**config.mk**
```make
export PLATFORM = sky130hd
export DESIGN_NAME = psd_decoder
export DESIGN_NICKNAME = d
export VERILOG_FILES = /design/src/verilog/psd_pkg.sv /design/src/verilog/psd_table_if.sv /design/src/verilog/psd_decoder.sv /design/src/verilog/psd_table_mem.sv /design/src/verilog/psd_wheel_path.sv
export SDC_FILE = /design/constraint.sdc
export NUM_CORES = 1
export LEC_CHECK = 0
export BUFFER_PORTS_ARGS = -buffer_cell sky130_fd_sc_hd__buf_2
export CORE_MARGIN = 1
export CORE_UTILIZATION = 35
export CTS_CLUSTER_SIZE = 12
export DETAILED_ROUTE_END_ITERATION = 10
export MAX_ROUTING_LAYER = met4
export REMOVE_ABC_BUFFERS = 1
export SLEW_MARGIN = 20
export SYNTH_ARGS = -nofsm -noshare
export SYNTH_HDL_FRONTEND = slang
export SYNTH_HIERARCHICAL = 1
export SYNTH_SLANG_ARGS = --single-unit
```
**constraint.sdc**
```tcl
create_clock -name aclk -period 10.3 [get_ports aclk]
set_input_delay 1.545 -clock aclk [delete_from_list [all_inputs] [get_ports aclk]]
set_output_delay 1.545 -clock aclk [all_outputs]
set_load 0.05 [all_outputs]
```
**src/verilog/psd_pkg.sv**
```systemverilog
// Purpose: shared constants and types of the strobe command decoder
// Assumes: AXI4-Lite register window with 32-bit data
// Notes:   register offsets are byte addresses
package psd_pkg;
  // host word layout
  localparam int DATA_W     = 12;
  localparam int MAG_W      = 10;
  localparam int CODE_W     = 7;
  localparam int ENERGY_W   = 3;
  localparam int DIR_BIT    = 10;
  localparam int TOP_BIT    = 11;
  localparam int SEL_BIT    = 7;
  localparam int ENERGY_LSB = 8;
  // table entry layout: spoke in the low bits, energy above
  localparam int ENTRY_W    = CODE_W + ENERGY_W;
  localparam int SPOKES     = 96;
  // register map
  localparam logic [11:0] ADDR_STATUS   = 12'h000;
  localparam logic [11:0] ADDR_CARRIAGE = 12'h004;
  localparam logic [11:0] ADDR_PAPER    = 12'h008;
  localparam logic [11:0] ADDR_WHEEL    = 12'h00C;
  localparam logic [11:0] ADDR_CTRL     = 12'h010;
  localparam logic [11:0] ADDR_POS      = 12'h014;
  localparam logic [11:0] ADDR_TABLE    = 12'h200;
  localparam logic [31:0] CTRL_RESET    = 32'h0000_0001;
  localparam logic [1:0]  RESP_OKAY     = 2'h0;
  localparam logic [1:0]  RESP_SLVERR   = 2'h2;
  typedef enum logic [1:0] {
    PSD_VAR_A = 2'h0,
    PSD_VAR_B = 2'h1,
    PSD_VAR_C = 2'h2
  } psd_variant_t;
  typedef enum logic [2:0] {
    PSD_W_IDLE  = 3'h1,
    PSD_W_LOOK  = 3'h2,
    PSD_W_FETCH = 3'h4
  } psd_wheel_state_t;
endpackage : psd_pkg

```
**src/verilog/psd_table_if.sv**
```systemverilog
// Purpose: port of the character table memory
// Assumes: one write port, one read port, same clock
// Notes:   read data return one cycle after re
`timescale 1ns/10ps
interface psd_table_if #(parameter int AW = 7, parameter int DW = 10);
  logic          we;
  logic [AW-1:0] waddr;
  logic [DW-1:0] wdata;
  logic          re;
  logic [AW-1:0] raddr;
  logic [DW-1:0] rdata;
  modport mem  (input we, waddr, wdata, re, raddr, output rdata);
  modport user (output we, waddr, wdata, re, raddr, input rdata);
endinterface : psd_table_if

```
**src/verilog/psd_decoder.sv**
```systemverilog
// Purpose: strobe command decoder of a daisy-wheel printer host port
// Assumes: host pins synchronous to aclk; configuration straps static
// Notes:   mechanism reports completion on the *_done inputs
`timescale 1ns/10ps
module psd_decoder
  import psd_pkg::*;
#(
  parameter int SPOKES_P = psd_pkg::SPOKES
) (
  // clock and reset
  input  wire logic                         aclk,
  input  wire logic                         aresetn,
  // axi4-lite slave
  input  wire logic [11:0]                  s_axi_awaddr,
  input  wire logic                         s_axi_awvalid,
  output logic                              s_axi_awready,
  input  wire logic [31:0]                  s_axi_wdata,
  input  wire logic [3:0]                   s_axi_wstrb,
  input  wire logic                         s_axi_wvalid,
  output logic                              s_axi_wready,
  output logic [1:0]                        s_axi_bresp,
  output logic                              s_axi_bvalid,
  input  wire logic                         s_axi_bready,
  input  wire logic [11:0]                  s_axi_araddr,
  input  wire logic                         s_axi_arvalid,
  output logic                              s_axi_arready,
  output logic [31:0]                       s_axi_rdata,
  output logic [1:0]                        s_axi_rresp,
  output logic                              s_axi_rvalid,
  input  wire logic                         s_axi_rready,
  // host pins, active low except ready_oe, which is high while ready_n is driven
  input  wire logic                         select_n,
  input  wire logic [psd_pkg::DATA_W-1:0]   data_n,
  input  wire logic                         strobe_carriage_n,
  input  wire logic                         strobe_paper_n,
  input  wire logic                         strobe_wheel_n,
  input  wire logic                         strobe_option_n,
  output logic                              ready_n,
  output logic                              ready_oe,
  // configuration straps
  input  wire psd_pkg::psd_variant_t        variant,
  input  wire logic                         ribbon_single_step_jumper,
  input  wire logic                         ribbon_host_control_jumper,
  input  wire logic                         hammer_energy_jumper,
  // carriage command
  output logic                              carriage_go,
  output logic [psd_pkg::MAG_W-1:0]         carriage_steps,
  output logic                              carriage_dir,
  output logic                              carriage_half,
  output logic                              settle_extend,
  input  wire logic                         carriage_done,
  // paper command
  output logic                              paper_go,
  output logic [psd_pkg::MAG_W-1:0]         paper_steps,
  output logic                              paper_dir,
  input  wire logic                         paper_done,
  // type wheel command
  output logic                              type_wheel_go,
  output logic [psd_pkg::CODE_W-1:0]        type_wheel_spoke,
  output logic [psd_pkg::CODE_W-1:0]        type_wheel_steps,
  output logic                              type_wheel_cw,
  output logic [psd_pkg::ENERGY_W-1:0]      hammer_energy,
  output logic                              ribbon_two_step,
  input  wire logic                         type_wheel_done
);
  import psd_pkg::*;

  if (SPOKES_P < 2 || SPOKES_P > 128) begin : g_bad_spokes
    $error("psd_decoder: spoke count out of range");
  end

  function automatic logic fell(input logic now_n, input logic was_n);
    fell = !now_n && was_n;
  endfunction : fell

  function automatic logic in_table(input logic [11:0] a);
    in_table = a[11:9] == ADDR_TABLE[11:9]; // 128 words on a 512-byte boundary, no carry out
  endfunction : in_table

  // straps, caught once after reset release
  psd_variant_t cfg_var;
  logic         cfg_j1;
  logic         cfg_j2;
  logic         cfg_jh;
  logic         cfg_taken;

  always_ff @(posedge aclk) begin
    if (!aresetn) begin
      cfg_taken <= 1'b0;
      cfg_var   <= PSD_VAR_A;
      cfg_j1    <= 1'b0;
      cfg_j2    <= 1'b0;
      cfg_jh    <= 1'b0;
    end else if (!cfg_taken) begin
      cfg_taken <= 1'b1;
      cfg_var   <= variant;
      cfg_j1    <= ribbon_single_step_jumper;
      cfg_j2    <= ribbon_host_control_jumper;
      cfg_jh    <= hammer_energy_jumper;
    end
  end

  // mode decode
  wire var_ab      = cfg_var == PSD_VAR_A || cfg_var == PSD_VAR_B;
  wire var_c       = cfg_var == PSD_VAR_C;
  wire c_host_all  = var_c && cfg_j2;
  wire c_host_en   = var_c && cfg_jh && !cfg_j2;
  wire ab_energy   = var_ab && cfg_jh;
  wire a_host_rib  = cfg_var == PSD_VAR_A && cfg_j2 && !cfg_j1;
  wire host_energy = ab_energy || c_host_all || c_host_en;
  wire host_ribbon = a_host_rib || c_host_all || c_host_en;
  assign settle_extend = var_c && cfg_j1;

  // host strobes and word; logic one is a low pin
  wire [DATA_W-1:0] word     = ~data_n;
  wire              selected = !select_n && cfg_taken;
  logic             car_was_n;
  logic             pap_was_n;
  logic             whl_was_n;
  logic             car_busy;
  logic             pap_busy;
  logic             whl_busy;
  logic [31:0]      ctrl;
  wire              live     = selected && ctrl[0];
  wire car_fire = live && fell(strobe_carriage_n, car_was_n) && !car_busy;
  wire pap_fire = live && fell(strobe_paper_n, pap_was_n) && !pap_busy;
  wire whl_fire = live && fell(strobe_wheel_n, whl_was_n) && !whl_busy;

  // ready is only driven while selected; low while busy
  wire ready = !(car_busy || pap_busy || whl_busy) && ctrl[0];
  assign ready_oe = selected;
  assign ready_n  = !ready;

  always_ff @(posedge aclk) begin
    if (!aresetn) begin
      car_was_n <= 1'b1;
      pap_was_n <= 1'b1;
      whl_was_n <= 1'b1;
    end else begin
      car_was_n <= strobe_carriage_n;
      pap_was_n <= strobe_paper_n;
      whl_was_n <= strobe_wheel_n;
    end
  end

  // carriage and paper: parameters latched in the strobe cycle
  always_ff @(posedge aclk) begin
    if (!aresetn) begin
      carriage_go    <= 1'b0;
      carriage_steps <= '0;
      carriage_dir   <= 1'b0;
      carriage_half  <= 1'b0;
      car_busy       <= 1'b0;
    end else begin
      carriage_go <= car_fire;
      if (car_fire) begin
        carriage_steps <= word[MAG_W-1:0];
        carriage_dir   <= word[DIR_BIT];
        carriage_half  <= word[TOP_BIT];
        car_busy       <= 1'b1;
      end else if (carriage_done) begin
        car_busy <= 1'b0;
      end
    end
  end

  always_ff @(posedge aclk) begin
    if (!aresetn) begin
      paper_go    <= 1'b0;
      paper_steps <= '0;
      paper_dir   <= 1'b0;
      pap_busy    <= 1'b0;
    end else begin
      paper_go <= pap_fire;
      if (pap_fire) begin
        paper_steps <= word[MAG_W-1:0];
        paper_dir   <= word[DIR_BIT];
        pap_busy    <= 1'b1;
      end else if (paper_done) begin
        pap_busy <= 1'b0;
      end
    end
  end

  // type wheel: held word, table lookup, then path
  psd_table_if #(.AW(CODE_W), .DW(ENTRY_W)) tbl ();
  psd_wheel_state_t  wstate;
  psd_wheel_state_t  next_wstate;
  logic [DATA_W-1:0] whl_word;
  logic [CODE_W-1:0] wheel_pos;
  logic              whl_absolute;
  logic              whl_host_e;
  logic              axi_wr_go;
  logic [11:0]       awaddr_q;
  logic [31:0]       wdata_q;
  logic [3:0]        wstrb_q;

  // line 8 high means character code, so absolute is a logic one
  wire               absolute  = c_host_all || (ab_energy && whl_word[SEL_BIT]);
  wire [CODE_W-1:0]  tbl_spoke = tbl.rdata[CODE_W-1:0];
  wire [CODE_W-1:0]  target    = absolute ? whl_word[CODE_W-1:0] : tbl_spoke;
  wire [ENERGY_W-1:0] energy   = host_energy ? whl_word[ENERGY_LSB +: ENERGY_W]
                                             : tbl.rdata[ENTRY_W-1:CODE_W];
  wire               two_step  = (var_ab && cfg_j1)  ? 1'b0
                               : host_ribbon ? whl_word[TOP_BIT]
                               : 1'b1;
  wire [CODE_W-1:0]  path_steps;
  wire               path_cw;

  psd_wheel_path #(.SPOKES(SPOKES_P)) u_path (
    .cur    (wheel_pos),
    .target (target),
    .steps  (path_steps),
    .cw     (path_cw)
  );

  psd_table_mem #(.AW(CODE_W), .DW(ENTRY_W)) u_table (
    .aclk (aclk),
    .port (tbl.mem)
  );

  wire tbl_hit = in_table(awaddr_q);
  assign tbl.re    = wstate == PSD_W_LOOK;
  assign tbl.raddr = whl_word[CODE_W-1:0];
  assign tbl.we    = axi_wr_go && tbl_hit && wstrb_q[0];
  assign tbl.waddr = awaddr_q[CODE_W+1:2];
  assign tbl.wdata = wdata_q[ENTRY_W-1:0];

  always_comb begin
    next_wstate = wstate;
    unique case (wstate)
      PSD_W_IDLE:  if (whl_fire) next_wstate = PSD_W_LOOK;
      PSD_W_LOOK:  next_wstate = PSD_W_FETCH;
      PSD_W_FETCH: next_wstate = PSD_W_IDLE;
      default:     next_wstate = PSD_W_IDLE;
    endcase
  end

  logic pos_wr;
  assign pos_wr = axi_wr_go && awaddr_q == ADDR_POS && wstrb_q[0];

  always_ff @(posedge aclk) begin
    if (!aresetn) begin
      wstate           <= PSD_W_IDLE;
      whl_word         <= '0;
      whl_busy         <= 1'b0;
      type_wheel_go    <= 1'b0;
      type_wheel_spoke <= '0;
      type_wheel_steps <= '0;
      type_wheel_cw    <= 1'b0;
      hammer_energy    <= '0;
      ribbon_two_step  <= 1'b0;
      whl_absolute     <= 1'b0;
      whl_host_e       <= 1'b0;
      wheel_pos        <= '0;
    end else begin
      wstate        <= next_wstate;
      type_wheel_go <= 1'b0;
      if (whl_fire) begin
        whl_word <= word;
        whl_busy <= 1'b1;
      end else if (type_wheel_done && wstate == PSD_W_IDLE) begin
        whl_busy <= 1'b0;
      end
      if (wstate == PSD_W_FETCH) begin
        type_wheel_go    <= 1'b1;
        type_wheel_spoke <= target;
        type_wheel_steps <= path_steps;
        type_wheel_cw    <= path_cw;
        hammer_energy    <= energy;
        ribbon_two_step  <= two_step;
        whl_absolute     <= absolute;
        whl_host_e       <= host_energy;
        wheel_pos        <= target;
      end else if (pos_wr) begin
        wheel_pos <= wdata_q[CODE_W-1:0];
      end
    end
  end

  // axi4-lite write: address and data taken in either order
  logic aw_held;
  logic w_held;
  assign s_axi_awready = !aw_held && !s_axi_bvalid;
  assign s_axi_wready  = !w_held && !s_axi_bvalid;
  assign axi_wr_go     = aw_held && w_held && !s_axi_bvalid;
  wire   wr_mapped     = awaddr_q == ADDR_CTRL || awaddr_q == ADDR_POS || tbl_hit;

  always_ff @(posedge aclk) begin
    if (!aresetn) begin
      aw_held      <= 1'b0;
      w_held       <= 1'b0;
      awaddr_q     <= '0;
      wdata_q      <= '0;
      wstrb_q      <= '0;
      s_axi_bvalid <= 1'b0;
      s_axi_bresp  <= RESP_OKAY;
      ctrl         <= CTRL_RESET;
    end else begin
      if (s_axi_awvalid && s_axi_awready) begin
        aw_held  <= 1'b1;
        awaddr_q <= {s_axi_awaddr[11:2], 2'b00};
      end
      if (s_axi_wvalid && s_axi_wready) begin
        w_held  <= 1'b1;
        wdata_q <= s_axi_wdata;
        wstrb_q <= s_axi_wstrb;
      end
      if (axi_wr_go) begin
        aw_held      <= 1'b0;
        w_held       <= 1'b0;
        s_axi_bvalid <= 1'b1;
        s_axi_bresp  <= wr_mapped ? RESP_OKAY : RESP_SLVERR;
        if (awaddr_q == ADDR_CTRL && wstrb_q[0]) ctrl[0] <= wdata_q[0];
      end else if (s_axi_bready) begin
        s_axi_bvalid <= 1'b0;
      end
    end
  end

  // axi4-lite read
  wire [11:0] ar = {s_axi_araddr[11:2], 2'b00};
  wire [31:0] rd_status = {23'h0, !strobe_option_n, settle_extend, cfg_jh, cfg_j2, cfg_j1,
                           cfg_var, ready, selected};
  wire [31:0] rd_car = {15'h0, car_busy, 4'h0, carriage_half, carriage_dir, carriage_steps};
  wire [31:0] rd_pap = {15'h0, pap_busy, 5'h0, paper_dir, paper_steps};
  wire [31:0] rd_whl = {7'h0, whl_busy, 2'h0, whl_absolute, ribbon_two_step, whl_host_e,
                        hammer_energy, type_wheel_cw, type_wheel_steps, 1'b0,
                        type_wheel_spoke};
  wire        rd_tbl = in_table(ar);
  wire        rd_map = ar == ADDR_STATUS || ar == ADDR_CARRIAGE || ar == ADDR_PAPER ||
                       ar == ADDR_WHEEL || ar == ADDR_CTRL || ar == ADDR_POS || rd_tbl;
  wire [31:0] rd_mux = ar == ADDR_STATUS   ? rd_status
                     : ar == ADDR_CARRIAGE ? rd_car
                     : ar == ADDR_PAPER    ? rd_pap
                     : ar == ADDR_WHEEL    ? rd_whl
                     : ar == ADDR_CTRL     ? ctrl
                     : ar == ADDR_POS      ? {25'h0, wheel_pos}
                     : 32'h0;
  assign s_axi_arready = !s_axi_rvalid;

  always_ff @(posedge aclk) begin
    if (!aresetn) begin
      s_axi_rvalid <= 1'b0;
      s_axi_rdata  <= '0;
      s_axi_rresp  <= RESP_OKAY;
    end else if (s_axi_arvalid && s_axi_arready) begin
      s_axi_rvalid <= 1'b1;
      s_axi_rdata  <= rd_mux;
      s_axi_rresp  <= rd_map ? RESP_OKAY : RESP_SLVERR;
    end else if (s_axi_rready) begin
      s_axi_rvalid <= 1'b0;
    end
  end
endmodule : psd_decoder

```
**src/verilog/psd_table_mem.sv**
```systemverilog
// Purpose: character code to spoke and hammer energy table
// Assumes: software loads it before printing
// Notes:   contents are undefined after power up
`timescale 1ns/10ps
module psd_table_mem #(
  parameter int AW = 7,
  parameter int DW = 10
) (
  // clock
  input wire logic  aclk,
  // table port
  psd_table_if.mem  port
);
  logic [DW-1:0] store [0:(1<<AW)-1];

  if (AW < 1 || DW < 1) begin : g_bad_geometry
    $error("psd_table_mem: bad geometry");
  end

  always_ff @(posedge aclk) begin
    if (port.we) store[port.waddr] <= port.wdata;
  end

  always_ff @(posedge aclk) begin
    if (port.re) port.rdata <= store[port.raddr];
  end
endmodule : psd_table_mem

```
**src/verilog/psd_wheel_path.sv**
```systemverilog
// Purpose: shortest rotation from current spoke to target spoke
// Assumes: both positions below the spoke count
// Notes:   a tie at half a turn goes clockwise
`timescale 1ns/10ps
module psd_wheel_path #(
  parameter int SPOKES = 96
) (
  // positions
  input  wire logic [6:0] cur,
  input  wire logic [6:0] target,
  // path
  output logic      [6:0] steps,
  output logic            cw
);
  localparam logic [7:0] N    = 8'(SPOKES);
  localparam logic [7:0] HALF = 8'(SPOKES / 2);

  if (SPOKES < 2 || SPOKES > 128) begin : g_bad_spokes
    $error("psd_wheel_path: spoke count out of range");
  end

  wire [7:0] cur_w  = {1'b0, cur};
  wire [7:0] tgt_w  = {1'b0, target};
  wire [7:0] fwd    = (tgt_w >= cur_w) ? tgt_w - cur_w : tgt_w + N - cur_w;
  wire       go_cw  = fwd <= HALF;
  wire [7:0] back   = N - fwd;

  assign cw    = go_cw;
  assign steps = go_cw ? fwd[6:0] : back[6:0];
endmodule : psd_wheel_path
```
==> impl_metrics.yaml <==
worst_setup_path:
  cp_cell_sequence: "buf_4 > buf_4 > mux4_2 > mux4_2 > mux4_2 > mux2_2"
  path_buf_inv: 2
  timing.critical_path.slowest_stage_cell: "sky130_fd_sc_hd__buf_4"
  crit_path_frequent_cell: "sky130_fd_sc_hd__mux4_2"
  worstSetupStartpointType: "flop"
  worst-endpoint-arrival_ns: 5.38
  worstSetupPathDepth: 6
  crit_start: "whl_word[0]"
  endpoint_kind: "flop"
  timing_worst_setup_path_type: "reg -> reg"
  cp-endpoint: "u_table/port.rdata[2]"
  crit_required_ns: 10.81
  r2r_start: "whl_word[0]"
  critical-path-top-delay-family: "multiplexers"
  timing.rr.end: "u_table/port.rdata[2]"
  cpPeakStageDelay_ns: 0.83
  depth_of_the_worst_register_to_register_path: 6
  crit_path_max_fanout: 43
  rrSetupSlack_ns: 5.44
yosys:
  post_synth_xor_area_fraction_pct: 0.0935
  number_of_enable_flip_flop_cells_after_synthesis: 1290
  synth_flop_cell: "sky130_fd_sc_hd__edfxtp_1"
  ys_seq_elements: 1422
  synth_mux_area_share_pct: 18.1
  synth_area_per_cell_sq_um: 20.4
  post_synth_and_or_nand_nor_area_fraction_pct: 3.69
  ys_types: 86
  synth_top_family_by_area: "multiplexers"
  cells_after_synth: 2761
  post_synth_instance_area_sq_mm: 0.0562
  synth_adder_area_share_pct: 0.592
  synth_compound_gate_area_share_pct: 2.43
  asyncSetResetFlopFracSynth_pct: 0
  yosysSeqAreaShare_pct: 73.6
  synth_warnings: 6
die:
  pin_count: 181
  floorplan.core_area_sq_mm: 0.159
  num_rows: 146
  initial_utilization_pct: 35.4
  die-width_microns: 403
  floorplan.die.height_microns: 403
  die_area_sq_mm: 0.162
drt:
  detail_route.drc_violations: 0
  vias: 27400
  antenna_left: 0
  postRouteWirelength_mm: 132
  dr.first_iter.drc_count: 2993
  firstDrtPassIters: 6
  vias_per_cell: 5.35
  average_routed_wire_per_standard_cell_microns: 25.7
placed_design:
  placed_instance_count: 4864
  place_area_sq_mm: 0.0593
  place.gp.congestion: 0.820
  numPortBuffers: 140
  pre_cts_ws_ns: 5.28
  detailedPlacementHpwl_mm: 79.5
finish:
  drive_gt1_share_pct: 29.3
  final_cell_mix: "1,290 x sky130_fd_sc_hd__edfxtp_1, 420 x sky130_fd_sc_hd__mux4_2, 213 x sky130_fd_sc_hd__nor2_1"
  final_area_sq_mm: 0.0637
  finish.cell_count_without_fillers: 5121
  flow.area_growth_from_synthesis_pct: 13.4
  final_common_cell: "sky130_fd_sc_hd__edfxtp_1"
  num-nets-final: 3058
clocking:
  cts_max_path_buffers: 3
  cts.sinks: 1422
  cts_resized: 0
  worst_setup_hold_path_clk_slew_ns: 0.06
  ctsHoldBuffers: 0
  clock_latency_ns: 0.78
  cts_setup_buffers: 0
  htree_num_levels: 4
  tritoncts.num_buffers: 149
  cts_tree: "yes"
  root_buffer: "sky130_fd_sc_hd__clkbuf_16"
sta:
  final-max-slew-violation-count: 0
  timing_worst_slew_pin_value_ns: 1.11
  finalWorstSetupSlack_ns: 5.44
  rsz_0062_raised_after_global_routing: "false"
  min_period_over_period_pct: 47.2
  finalSetupViolations: 0
  period_minus_slack_ns: 4.86
  max_clock_freq_mhz: 206
  timing.clock.skew_ns: 0.0341
  setup_total_negative_slack_ns: 0
  final_hold_viol_count: 0
  slew_headroom_pct: 25.1
power_and_ir_drop:
  power_switching_share_pct: 22.0
  vdd_ir_drop_max_mv: 0.161
  comb_power_share_pct: 4.7
  pwr-share-clk_pct: 41.3
  seq_power_share_pct: 54.0
  cellPowerDensity_mw_per_mm2: 186
  power.total_mw: 11.9
  p_int_mw: 9.27
  p_sw_mw: 2.61
  total_leakage_power_nw: 19.1
global_route:
  number_of_global_route_vias_before_repair: 27300
  grt_pass1_wl_mm: 191
  globalRouteTotalUtil_pct: 16.7
  grt_antenna_before_repair: 15
  pin_count_of_the_biggest_net_entering_global_routing: 99
  globalRouteOverflowTotal: 0
worst_hold_path:
  worst_hold_class: "reg -> reg"
  whs_path_depth: 2
status:
  outcome: "finished, final reports clean"
flow_run:
  maxCapViolCount: 0
## cell usage after synthesis (all sizes together) (6+ instances only)
master,instances,area [sq um]
a21oi,47,239
nor2,230,863
nand4,7,43.8
edfxtp,1290,38700
nor3,21,105
clkbuf,106,398
nand3,23,120
mux2i,36,360
nor3b,9,72.6
nand3b,9,67.6
nand2,79,297
nor2b,12,75.1
a22o,12,114
fa,6,120
dfxtp,132,2640
buf,59,324
o21ai,28,140
nand2b,14,87.6
ha,17,213
mux4,420,9460
a211oi,48,405
a31oi,7,58.8
inv,26,97.6
mux2,32,364
## worst min-delay path, delay by kind of cell, from the launching register on
family	cells	cell delay, ns
DFF	1	0.31
and+or+nand+nor	1	0.05
AOI/OAI and AO/OA	1	0.05
## logic make-up after synthesis
kind of cell | after synthesis
buffers and inverters | 191
multiplexers | 488
adder cells (fa/ha/maj) | 23
other | 1
AO/OA/AOI/OAI | 185
flip-flops | 1422
AND/OR/NAND/NOR | 445
XOR/XNOR | 6
## per-stage QoR
step	util, %	hold WS (ns)
finish	40.1	0.456
global route	40.1	0.482
detailed placement	37.3	0.448
floorplan	-	0.442
CTS	40.1	0.456
global placement	37.3	0.446
## layer usage
layer | GRT usage [%] | vias to the layer above | share of wire (%)
met4 | 4.97 | 0 | 2.5
met2 | 24.7 | 985 | 46
met5 | - | - | 0
li1 | - | 11700 | -
met3 | 4.13 | 177 | 7.8
met1 | 22.8 | 14500 | 43
## sequential cells by signal, indices dropped and copies added (netlist names), 2 cells and up
name	cells
u_table/port.rdata	10
type_wheel_spoke	7
whl_word	12
paper_steps	10
wstate	3
awaddr_q	10
s_axi_rdata	23
hammer_energy	3
type_wheel_steps	7
wdata_q	10
wheel_pos	7
u_table/store	1280
cfg_var	2
carriage_steps	10
## power groups by stage
| stage | logic (mW) | clock network, mW | registers (mW) |
|---|---|---|---|
| finish | 0.554 | 4.91 | 6.42 |
| global route | 0.589 | 5.25 | 6.42 |
| CTS | 0.563 | 5.04 | 6.42 |
| detailed placement | 0.561 | 0 | 6.54 |
| global placement | 0.557 | 0 | 6.53 |
| floorplan | 0.376 | 0 | 6.61 |
## how the worst min path moves through the flow
| stage | start | end |
|---|---|---|
| 2_1_floorplan | whl_host_e | s_axi_rdata[19] |
| 3_3_place_gp | s_axi_rdata[8] | s_axi_rdata[8] |
| 3_5_place_dp | s_axi_rdata[8] | s_axi_rdata[8] |
| 4_1_cts | s_axi_rdata[8] | s_axi_rdata[8] |
| 5_1_grt | s_axi_rdata[8] | s_axi_rdata[8] |
| 6_report | s_axi_rdata[8] | s_axi_rdata[8] |
## area by class of cell
cell class | count | area [sq um]
Clock inverter | 57 | 415
Fill cell | 14000 | 95200
Tap cell | 2072 | 2590
Sequential cell | 1422 | 41400
Antenna cell | 3 | 7.51
Clock buffer | 197 | 3970
Multi-Input combinational cell | 1158 | 14100
Inverter | 26 | 100
Timing Repair Buffer | 186 | 1060
Note: power is estimated with default switching activity, not from simulation.
